`config.mk`:
```
export PLATFORM = sky130hd
export DESIGN_NAME = pst_status_telemetry
export DESIGN_NICKNAME = d
export VERILOG_FILES = /design/src/pst_pkg.sv /design/src/pst_tick.sv /design/src/pst_status_telemetry.sv
export SDC_FILE = /design/constraint.sdc
export NUM_CORES = 1
export LEC_CHECK = 0
export ABC_AREA = 1
export BUFFER_PORTS_ARGS = -buffer_cell sky130_fd_sc_hd__buf_2
export CAP_MARGIN = 30
export CORE_ASPECT_RATIO = 0.7
export CORE_MARGIN = 8
export CORE_UTILIZATION = 41
export CTS_CLUSTER_DIAMETER = 100
export DETAILED_ROUTE_END_ITERATION = 16
export PLACE_DENSITY = 0.75
export SETUP_SLACK_MARGIN = 0.5
export SYNTH_ARGS = -nofsm -noshare
export SYNTH_HDL_FRONTEND = slang
export SYNTH_SLANG_ARGS = --single-unit
```
`constraint.sdc`:
```
create_clock -name mclk -period 1.3 [get_ports mclk]
set_input_delay 0.195 -clock mclk [delete_from_list [all_inputs] [get_ports mclk]]
set_output_delay 0.195 -clock mclk [all_outputs]
set_load 0.005 [all_outputs]
```
`src/pst_pkg.sv`:
```
// Package: command codes, status bit layout, timing counts for the status/telemetry block
// Summary of operation
// [RULE_01] Supported status bits clear by clear-faults or write-1; code clears only latched bits 7, 3, 2, 1, live bit 6 is not cleared
// [RULE_02] Bit 7 latches on power-on check failure
// [RULE_03] Bit 6 live: self-check busy or slaves missing
// [RULE_04] Bits 5:4 and 0 read zero always
// [RULE_05] Bit 3 latches on output-voltage reset event
// [RULE_06] Bit 2 latches on back-channel link fault
// [RULE_07] Bit 1 latches on sync fault
// [RULE_08] Each alerting bit has its own mask bit
// [RULE_09] Input voltage word refreshed every 1 ms
// [RULE_10] Phase all-ones returns stack master input voltage
// [RULE_11] Other phase returns selected device input voltage
// [RULE_12] Output voltage word refreshed every 1 ms
// [RULE_13] Stack slave reports raw sense-pin voltage
// [RULE_14] Telemetry write flags comm fault and alerts
// [RULE_15] Latched bits hold until explicit clear
package pst_pkg;
   // Command codes
   localparam logic [7:0] PST_CMD_VENDOR_STATUS = 8'h80;
   localparam logic [7:0] PST_CMD_VIN = 8'h88;
   localparam logic [7:0] PST_CMD_VOUT = 8'h8B;
   // Status byte bit positions
   localparam int PST_BIT_POR = 7;
   localparam int PST_BIT_SELF = 6;
   localparam int PST_BIT_RESET = 3;
   localparam int PST_BIT_BCL = 2;
   localparam int PST_BIT_SYNC = 1;
   // Latched, writable-one-to-clear bits
   localparam logic [7:0] PST_LATCH_MASK = 8'h8E;
   localparam logic [7:0] PST_STATUS_RST = 8'h00;
   localparam logic [7:0] PST_MASK_RST = 8'h00;
   localparam logic [7:0] PST_PHASE_ALL = 8'hFF;
   // Invalid-command bit in the comms status byte
   localparam int PST_BIT_IVC = 7;
   // Telemetry refresh period
   localparam int PST_CLK_MHZ = 100;
   localparam int PST_REFRESH_US = 1000;
   localparam int PST_REFRESH_CYC = PST_REFRESH_US * PST_CLK_MHZ;
   localparam logic [16:0] PST_REFRESH_LAST = 17'(PST_REFRESH_CYC - 1);
endpackage

```
`src/pst_tick.sv`:
```
// Refresh-period divider producing a one-cycle tick
`timescale 1ns/10ps
module pst_tick
(
   input wire logic mclk,
   input wire logic resetn,
   input wire logic [16:0] last,
   output logic tick
);
   import pst_pkg::*;
   logic [16:0] cnt_r;
   logic [16:0] cnt_nxt;
   logic tick_nxt;
   // Count up and wrap at the last cycle of the period
   always_comb
   begin
      tick_nxt = (cnt_r == last);
      cnt_nxt = tick_nxt ? 17'h00000 : cnt_r + 17'h00001;
   end
   // Register
   always_ff @(posedge mclk or negedge resetn)
   begin
      if (!resetn)
      begin
         cnt_r <= 17'h00000;
         tick <= 1'b0;
      end
      else
      begin
         cnt_r <= cnt_nxt;
         tick <= tick_nxt;
      end
   end
endmodule

```
`src/pst_status_telemetry.sv`:
```
// Vendor fault status byte, phase-selectable input voltage word and output voltage word
`timescale 1ns/10ps
module pst_status_telemetry
(
   input wire logic mclk,
   input wire logic resetn,
   input wire logic cmd_wr,
   input wire logic [7:0] cmd_code,
   input wire logic [7:0] cmd_wdata,
   input wire logic clear_faults,
   input wire logic [7:0] alert_mask,
   input wire logic [7:0] phase_sel,
   input wire logic por_check_bad,
   input wire logic self_check_busy,
   input wire logic slaves_pending,
   input wire logic vout_reset_evt,
   input wire logic back_channel_link_fault,
   input wire logic sync_fault,
   input wire logic is_stack_master,
   input wire logic slave_mode,
   input wire logic [15:0] master_vin,
   input wire logic [15:0] phase_vin,
   input wire logic [15:0] vout_scaled,
   input wire logic [15:0] output_sense_pin_raw,
   output logic [7:0] vendor_fault_status,
   output logic [15:0] input_voltage_reading,
   output logic [15:0] output_voltage_reading,
   output logic cml_fault,
   output logic cml_ivc,
   output logic alert_req
);
   import pst_pkg::*;
   // Next-state values and internal strobes
   logic [7:0] latch_r; // Latched fault bits
   logic [7:0] latch_nxt; // Latches after set and clear
   logic [7:0] status_nxt; // Latches plus live bit
   logic [15:0] vin_nxt; // Next input voltage word
   logic [15:0] vout_nxt; // Next output voltage word
   logic ivc_nxt; // Next invalid-command flag
   logic alert_nxt; // Next alert request
   logic tick; // Refresh strobe
   logic wr_ro; // Write to a telemetry command

   // Refresh divider
   pst_tick u_tick
   (
      .mclk(mclk),
      .resetn(resetn),
      .last(PST_REFRESH_LAST),
      .tick(tick)
   );

   // Helper: is code a read-only telemetry command
   function automatic logic is_ro(input logic [7:0] c);
      is_ro = (c == PST_CMD_VIN) || (c == PST_CMD_VOUT);
   endfunction

   // Writes to read-only words are refused but flagged
   assign wr_ro = cmd_wr && is_ro(cmd_code);

   // Latched fault set/clear, set wins over clear
   always_comb
   begin
      // Default: every latched bit holds
      latch_nxt = latch_r;
      // Clears go first so that an event in the same cycle wins
      // [RULE_01] clear-faults and write-1
      if (clear_faults)
         latch_nxt = PST_STATUS_RST;
      else if (cmd_wr && cmd_code == PST_CMD_VENDOR_STATUS)
         latch_nxt = latch_r & ~(cmd_wdata & PST_LATCH_MASK);
      // [RULE_02] power-on check latch
      if (por_check_bad)
         latch_nxt[PST_BIT_POR] = 1'b1;
      // [RULE_05] output reset latch
      if (vout_reset_evt)
         latch_nxt[PST_BIT_RESET] = 1'b1;
      // [RULE_06] back-channel fault latch
      if (back_channel_link_fault)
         latch_nxt[PST_BIT_BCL] = 1'b1;
      // [RULE_07] sync fault latch
      if (sync_fault)
         latch_nxt[PST_BIT_SYNC] = 1'b1;
      // [RULE_04] unsupported bits forced zero
      latch_nxt = latch_nxt & PST_LATCH_MASK;
      // Live bit built from the inputs, never latched
      // [RULE_03] live self-check bit
      status_nxt = latch_nxt;
      status_nxt[PST_BIT_SELF] = self_check_busy || slaves_pending;
   end

   // Telemetry and comms-fault next values
   always_comb
   begin
      vin_nxt = input_voltage_reading;
      vout_nxt = output_voltage_reading;
      if (tick)
      begin
         // [RULE_10] all-ones phase picks master
         if (phase_sel == PST_PHASE_ALL)
            vin_nxt = master_vin;
         // [RULE_11] selected phase device
         else
            vin_nxt = phase_vin;
         // [RULE_13] slave reports raw sense pin
         if (slave_mode && !is_stack_master)
            vout_nxt = output_sense_pin_raw;
         // [RULE_12] scaled output reading
         else
            vout_nxt = vout_scaled;
      end
      // A write in the clearing cycle still flags, like the status bits
      // [RULE_14] invalid command latch
      ivc_nxt = clear_faults ? 1'b0 : cml_ivc;
      if (wr_ro)
         ivc_nxt = 1'b1;
      // Uses next-cycle latches so alert lines up with the status byte
      // [RULE_08] per-bit alert masking
      alert_nxt = |(latch_nxt & ~alert_mask) || ivc_nxt;
   end

   // Registers; telemetry only moves on the refresh tick
   always_ff @(posedge mclk or negedge resetn)
   begin
      if (!resetn)
      begin
         // Reading words stay zero until the first tick
         latch_r <= PST_STATUS_RST;
         vendor_fault_status <= PST_STATUS_RST;
         input_voltage_reading <= 16'h0000;
         output_voltage_reading <= 16'h0000;
         cml_ivc <= 1'b0;
         cml_fault <= 1'b0;
         alert_req <= 1'b0;
      end
      else
      begin
         // [RULE_15] hold until cleared
         latch_r <= latch_nxt;
         vendor_fault_status <= status_nxt;
         // [RULE_09] refresh every period
         input_voltage_reading <= vin_nxt;
         output_voltage_reading <= vout_nxt;
         cml_ivc <= ivc_nxt;
         cml_fault <= ivc_nxt;
         alert_req <= alert_nxt;
      end
   end
endmodule

```
==> results of run 1 <==
## cells by family (layout without fill, tap and decap cells)
kind of cell,after synthesis,after routing,share of synthesized area (%)
simple gates,197,197,31.60
flops,57,57,48.68
buf+inv,57,285,8.027
compound gates,40,40,8.454
xor+xnor,9,9,2.690
fa+ha+maj,1,1,0.4269
other cells,1,3,0.1280
## worst max-delay path, delay by kind of cell (launching register included)
kind          cells  cell delay, ps
xor+xnor          1             140
buf+inv           2             140
flops             1             430
simple gates      5             610
## worst min path at each step
stage	end	from	slack [ps]
floorplan	alert_req	resetn	-100
global placement	vendor_fault_status[1]	resetn	160
detailed placement	vendor_fault_status[3]	resetn	160
CTS	vendor_fault_status[3]	resetn	-200
global route	vendor_fault_status[3]	resetn	-190
finish	vendor_fault_status[3]	resetn	-200
## repair_timing
item	4_1_cts	5_1_grt
gates cloned	7	0
resized for setup	102	25
buffers inserted	22	34
hold endpoints to repair	15	15
pin swaps	40	27
endpoints found under the setup margin	91	93
## cell usage in the layout, fill, tap and decap left out, drive strengths merged
cell type    n
xor2         8
a21oi        5
or3          1
nor2        57
xnor2        1
nor3         4
nand4        7
clkbuf      13
clkinv       1
inv         40
or2          2
nor4         4
nand2       90
conb         3
bufinv       2
ha           1
nand3       32
o21ai        3
buf        229
dfrtp       57
a31oi       32
## flip-flops by register name, summed over array words and instances (netlist names)
register / cells
alert_req: 1
vendor_fault_status: 5
u_tick.cnt_r: 17
input_voltage_reading: 16
output_voltage_reading: 16
u_tick.tick: 1
cml_ivc: 1
## area by class of cell
cell class | count | area share [%]
Clock buffer | 13 | 3.108
Tap cell | 94 | 2.164
Sequential cell | 57 | 26.31
Multi-Input combinational cell | 250 | 34.39
Clock inverter | 2 | 1.105
Inverter | 41 | 2.970
Timing Repair Buffer | 229 | 29.95
## power by group through the flow
| stage | clock (mW) | sequential, mW | combinational, mW |
|---|---|---|---|
| floorplan | 0 | 1.83 | 0.129 |
| global placement | 0 | 1.82 | 0.353 |
| detailed placement | 0 | 1.82 | 0.363 |
| CTS | 1.93 | 1.79 | 0.380 |
| global route | 2.02 | 1.79 | 0.448 |
| finish | 1.92 | 1.79 | 0.407 |
## metal layers
layer / part of all wire (%) / track usage (%)
met5: 0 / 0
met4: 4.3 / 6.597
met3: 10 / 5.621
met2: 47 / 36.04
met1: 39 / 26.69
==> impl_summary.md, run 1 <==
Timing
The final hold violation count is 15. The fmax is a little under 700 MHz. The accumulated negative setup slack is -1178 ps. The post-route worst setup slack is -143.1 ps. The clock arrives with between 5 and 6 ps of skew. Setup violations remaining at the end of the flow were counted as 15. The worst hold margin is -195.6 ps.

The total count of max-transition violations in the final report is 0. The clock period minus worst slack is approximately 1400 ps. Setup repair after global routing could not meet its margin everywhere. In the finished design, the share of the clock period the worst path needs comes to 111.0%.

CTS
The H-tree was split into 3 levels. The clock sink total is 57. The root buffer cell chosen for the clock tree is clkbuf_8. TritonCTS built the clock tree. The number of buffers created by CTS is 9. The post-CTS clock slew at the launch and capture registers of the worst setup and hold paths is roughly 60 ps. In this run the deepest clock path goes through 2 buffers. The latest clock arrival within the worst-skew pair is 330 ps.

Critical path
The worst setup path is of the flip-flop to flip-flop kind. In this design, the critical path's most frequently occurring cell is nor2_4. Along the worst path, the maximum fanout reaches 3. For this run, the slowest stage of the critical path takes 430 ps. At the worst endpoint, the required time is 1510 ps. The beginning of the critical path is u_tick.cnt_r[0]. The termination of the worst setup path is u_tick.cnt_r[11]. The depth of the worst register-to-register path is 8. For flop-to-flop paths, the worst setup slack is -140 ps. The worst-path cell with the longest stage delay is dfrtp_1. The reg-to-reg critical path startpoint is u_tick.cnt_r[0]. For the worst setup path, the data arrival time is 1660 ps. Walking the worst path, the cells encountered are nand3_2 > nor2_4 > inv_2 > nor2_4 > inv_2 > nor2_4 > nand3_2 > xor2_1.

The endpoint of the worst-slack reg-to-reg timing path is u_tick.cnt_r[11]. The capturing element type of the critical path is a flip-flop. STA classifies the critical path startpoint as a flip-flop.

Yosys
After synthesis, the most frequently instantiated cells are nand2_1, dfrtp_1, nor2_1, inv_1, a31oi_1. After synthesis, the cell types taking the most area are dfrtp_1, nand2_1, a31oi_1. The leading area contributor after synthesis is dfrtp_1. The instance count of the mapped netlist is about 360. The proportion of netlist area held by the largest area contributor is 48.68%. The predominant post-synthesis flop cell is dfrtp_1. A synthesized cell averages slightly above 8 sq um. Of the synthesized area, sequential elements account for 48.68%. The post-synthesis instance area is 2930 sq um. Counting flops with a built-in enable in the synthesized netlist gives 0. During synthesis, Yosys emitted a total of 0 warnings. nand2_1 is the most common cell in the netlist.

For this run, asynchronously set or reset flops after synthesis account for 100.0%. The total of flip-flops plus latches after synthesis is 57. In this run, distinct cell masters in the synthesized netlist total 32.

Place
Port buffering added about 140 buffers. The number of cells in the design after placement is 608. The global placer's final weighted congestion is a little over 0.9.

The placed standard-cell area is 4026 sq um. After legalization and detailed placement, the total HPWL measured 6.842 mm. Before CTS, the worst setup slack after placement is -107.0 ps.

Routing
The count of antenna-violating nets left after detailed routing is 0. The final wirelength is 12.26 mm. For this run, design rule violations remaining after detail routing come to 0. After the first detailed-routing iteration, the DRC count stood at 210. The number of iterations in the first detailed-routing pass is 4.

Using the TritonRoute via totals, the vias-per-cell ratio works out to 5.227. The final route contains 3586 vias. Dividing the detail-routed wire length by the instance count gives approximately 18 um.

Layout
The layout overhead on the synthesized area is 85.48%. The number of fill cells is 401. The finished layout holds between 600 and 700 standard cells, fillers aside. In the final layout, the share of cells above drive strength 1 is between 50% and 60%. Cells fill 79.34% of the core in the end. Summing all flip-flop and latch instances after layout gives approximately 1400 sq um. After the last flow step, the layout net total stands at 697. The multi-input combinational cells in the finished layout cover a total of 1869 sq um. The count of inserted antenna diode cells is 0. The area of all placed cells without fillers is 5435 sq um.

Power and ir drop
The leakage power total is 2.476 nW. Internal power comes to 3.202 mW. The portion of total power attributed to combinational logic is 9.9%. The switching power as a share of total power is ~22%. For this design the ratio of total power to cell area is between 700 and 800 nW/um^2. The design draws 4.116 mW. Registers are responsible for 43.5% of the overall power. The clock network burns between 40% and 50% of the power.

In this run the power spent charging and discharging nets is 0.9147 mW. VDD sags by at most about 0.48 mV.

Outcome
The final reports fail on negative hold slack, negative setup slack. The run finished, with violations left.

Global routing
The maximum number of pins on one net before global-route repair is 26. The number of global-route vias before repair was 3483. Global routing finished with a remaining overflow of 0.

The initial antenna violation count came to 0. The overall fraction of global-route tracks in use is 21.60%. The first global-routing pass estimated about 17 mm of wire.

Floorplanning
In this run the horizontal extent of the chip is 117.0 um. The effective utilization at floorplan is 42.78%. The die span in y is 86.73 um. Pin placement for this block handled 151 I/O pins. The initialized floorplan defines 25 standard-cell rows. The total area inside the core boundary comes to between 6000 and 7000 sq um. The die covers between 10000 and 15000 sq um.

Worst hold path
The classification of the worst-slack hold path is primary input to async pin.

Flow run
The number of max-cap violations is 0.
Power figures use the tool's default switching activity.
==> inputs of run 2 (changes only) <==
- BUFFER_PORTS_ARGS: -buffer_cell sky130_fd_sc_hd__buf_2 -> unset
- CORE_UTILIZATION: 41 -> 50
- DONT_BUFFER_PORTS: unset -> 1
- PLACE_DENSITY: 0.75 -> 0.67
==> run 2 against run 1 <==
  * The run still ends with negative hold slack, negative setup slack left
  * Via count shrank 16%
  * Clock power is 24% lower
  * Final cell count fell by 25%
  * Setup slack worse by 12 ps
  * Combinational power is 43% lower
  * Clock skew up 7.9 ps
  * Critical path depth unchanged
  * Count of clock-buffer cells in the layout fell by 1
  * Hold slack got worse by 270 ps
  * Sequential share of layout area grew 4.3 points
  * Flip-flop and latch count did not move
  * Largest power group is now sequential cells
==> impl_summary.md, run 2 (same netlist as run 1, synthesis figures left out) <==
Routing
The final layout contains routed wiring with a total length of 11.64 mm. The detail route stage leaves a number of antenna-violating nets equal to 0. After detailed routing, the average wire length per cell comes to 22.73 um. The number of iterations in the first detailed-routing pass is 5. For this run, design rule violations remaining after detail routing come to 0.

The total via count in the routed design is 3024. The ratio of routed vias to standard cells is approximately 6. The detailed router finished its first iteration with 212 violations.

Power and ir drop
The portion of total power attributed to combinational logic is about 6.7%. The leakage power total is 1.953 nW. The maximum VDD drop is 0.6243 mV. The analysis attributes to net switching a power of 0.8701 mW. The power per cell area is 744.6 nW/um^2.

The sequential group share of total power is 51.5%. Net switching is between 20% and 30% of the power. In this run, the clock network consumes about two fifths of the power.

The internal power contribution is 2.616 mW.

Timing
On the final layout, the worst clock skew is 12.91 ps. Setup violations remaining at the end of the flow were counted as 12. The total count of max-transition violations in the final report was 0. The accumulated negative setup slack is -1022 ps. Hold timing on the final database bottoms out at a slack of -469.0 ps.

The post-route worst setup slack is -155.0 ps. The final hold violation count is 60. The clock period minus worst slack is between 1000 and 1500 ps.

Setup repair after global routing could not meet its margin everywhere. The fmax is about 690 MHz. Of the available clock period, the critical path in the final layout requires 111.9%.

Critical path
The arrival time at the worst endpoint is 1700 ps. The worst setup path is captured at a flip-flop. STA classifies the critical path startpoint as a flip-flop. In this run the worst path has a maximum fanout of 4.

The critical path class is flip-flop to flip-flop. The required time of the critical path is 1540 ps.

Layout
The register with the most flip-flops in the layout has 17 of them. The most common library cell in the layout ignoring fill and taps is nand2_1. The final cell count without fillers is just over 500. The finished cells cover 4682 sq um.

The number of antenna diodes in the final layout is 0. In the final design database the tool counted 542 nets. The register with the most flip-flops in the final layout is u_tick.cnt_r.

In the final layout, the registers with the most flip-flops are u_tick.cnt_r x17, input_voltage_reading x16, output_voltage_reading x16. The layout overhead on the synthesized area is 59.78%. Cells with a size suffix above 1 make up 41.19% of the layout. In the layout the commonest cells are nand2_1, dfrtp_1, inv_1.

The layout has 290 filler cells.

Global routing
The first-pass GRT wire length is approximately 16 mm. The initial antenna violation count is 0. The maximum number of pins on one net before global-route repair is 58. Global routing finished with a remaining overflow of 0.

Global routing used roughly 25% of the available tracks across all layers. The number of global-route vias before repair was about 3000.

CTS
The TritonCTS clock tree is done. The number of buffers created by CTS is 9. Clock-pin slew was measured on the worst setup and hold paths at ~70 ps. The root buffer cell chosen for the clock tree is clkbuf_8. The H-tree was split into 3 levels.

At the later pin of the worst-skew pair, clock insertion delay measures 350 ps. The longest clock path from root to sink contains 2 buffers. Counting every sink on the clock net gives 57.

Floorplanning
The total area inside the core boundary comes to 5698 sq um. The count of pins on the block boundary is between 150 and 200. The initial utilization of the core area, before any placement, comes to 51.43%. The floorplan step defined a die boundary enclosing 8605 sq um. The die width is between 100 and 150 um. In this run the vertical extent of the chip is 80.05 um. The row count is 23.

Place
Once detailed placement completed, the half-perimeter wirelength came to roughly 6.0 mm. At the placement stage, the worst setup path has a slack of -90.87 ps. Once placement completed, the tool counted placed cells totaling 451. The placed standard-cell area is 3277 sq um.

The count of input and output buffers is 0. The global placer's final weighted congestion is 0.8981.

Flow run
The number of max-cap violations is 0.

Outcome
The flow ran to the end, but the final reports show violations. The final reports fail on negative hold slack, negative setup slack.

Worst hold path
The classification of the worst-slack hold path is primary input to async pin.
## run 2: worst paths after layout
check                                          start                        end  slack (ps)  cells past startpoint
max                                  u_tick.cnt_r[6]            u_tick.cnt_r[5]        -150                      8
min                                           resetn   input_voltage_reading[1]        -470                      0
max reg2reg                          u_tick.cnt_r[6]            u_tick.cnt_r[5]        -150                      8
min reg2reg                output_voltage_reading[5]  output_voltage_reading[5]         570                      2
max in group asynchronous                     resetn            u_tick.cnt_r[0]        1660                      0
min in group mclk                       clear_faults                    cml_ivc         -30                      1
## run 2: metrics by stage
stage,utilization (%),total power [mW]
floorplan,-,1.955
global placement,57.51,1.961
detailed placement,57.51,1.965
CTS,75.96,3.450
global route,82.17,3.637
finish,82.17,3.486
## run 2: timing repair
item | CTS | global route
setup endpoints to repair | 90 | 92
cloned | 7 | 0
hold buffers | 23 | 1
resized for setup | 77 | 57
pin swaps | 33 | 33
endpoints found under the hold margin | 77 | 62
buffers inserted | 10 | 5
## run 2: final cells by class
cell class	count	area, sq um	area share (%)
well taps	75	93.84	2.004
multi-input cells	250	1974	42.17
inverters	41	161.4	3.447
repair buffers	74	854.6	18.25
clock buffers	12	145.1	3.100
clock inverters	3	17.52	0.3741
flip-flops and latches	57	1435	30.65
## run 2: layer usage
metal	share of wire, %	global-route usage [%]
met4	2.6	7.034
met1	38	28.57
met2	51	42.54
met5	0	0
met3	8.5	10.23
## run 2: power groups by stage
stage	Combinational (mW)	Sequential [mW]	Clock, mW
6_report	0.234	1.80	1.46
5_1_grt	0.255	1.80	1.58
4_1_cts	0.202	1.80	1.45
3_5_place_dp	0.135	1.83	0
3_3_place_gp	0.132	1.83	0
2_1_floorplan	0.129	1.83	0
## run 2: critical path, stage by stage, from the launching register on
cell and delay, ps:
dfrtp_1 390, inv_2 70, nand2_4 50, nor2_4 130
nand3_4 100, nor4_4 420, inv_2 80, nand3_2 80
inv_2 30
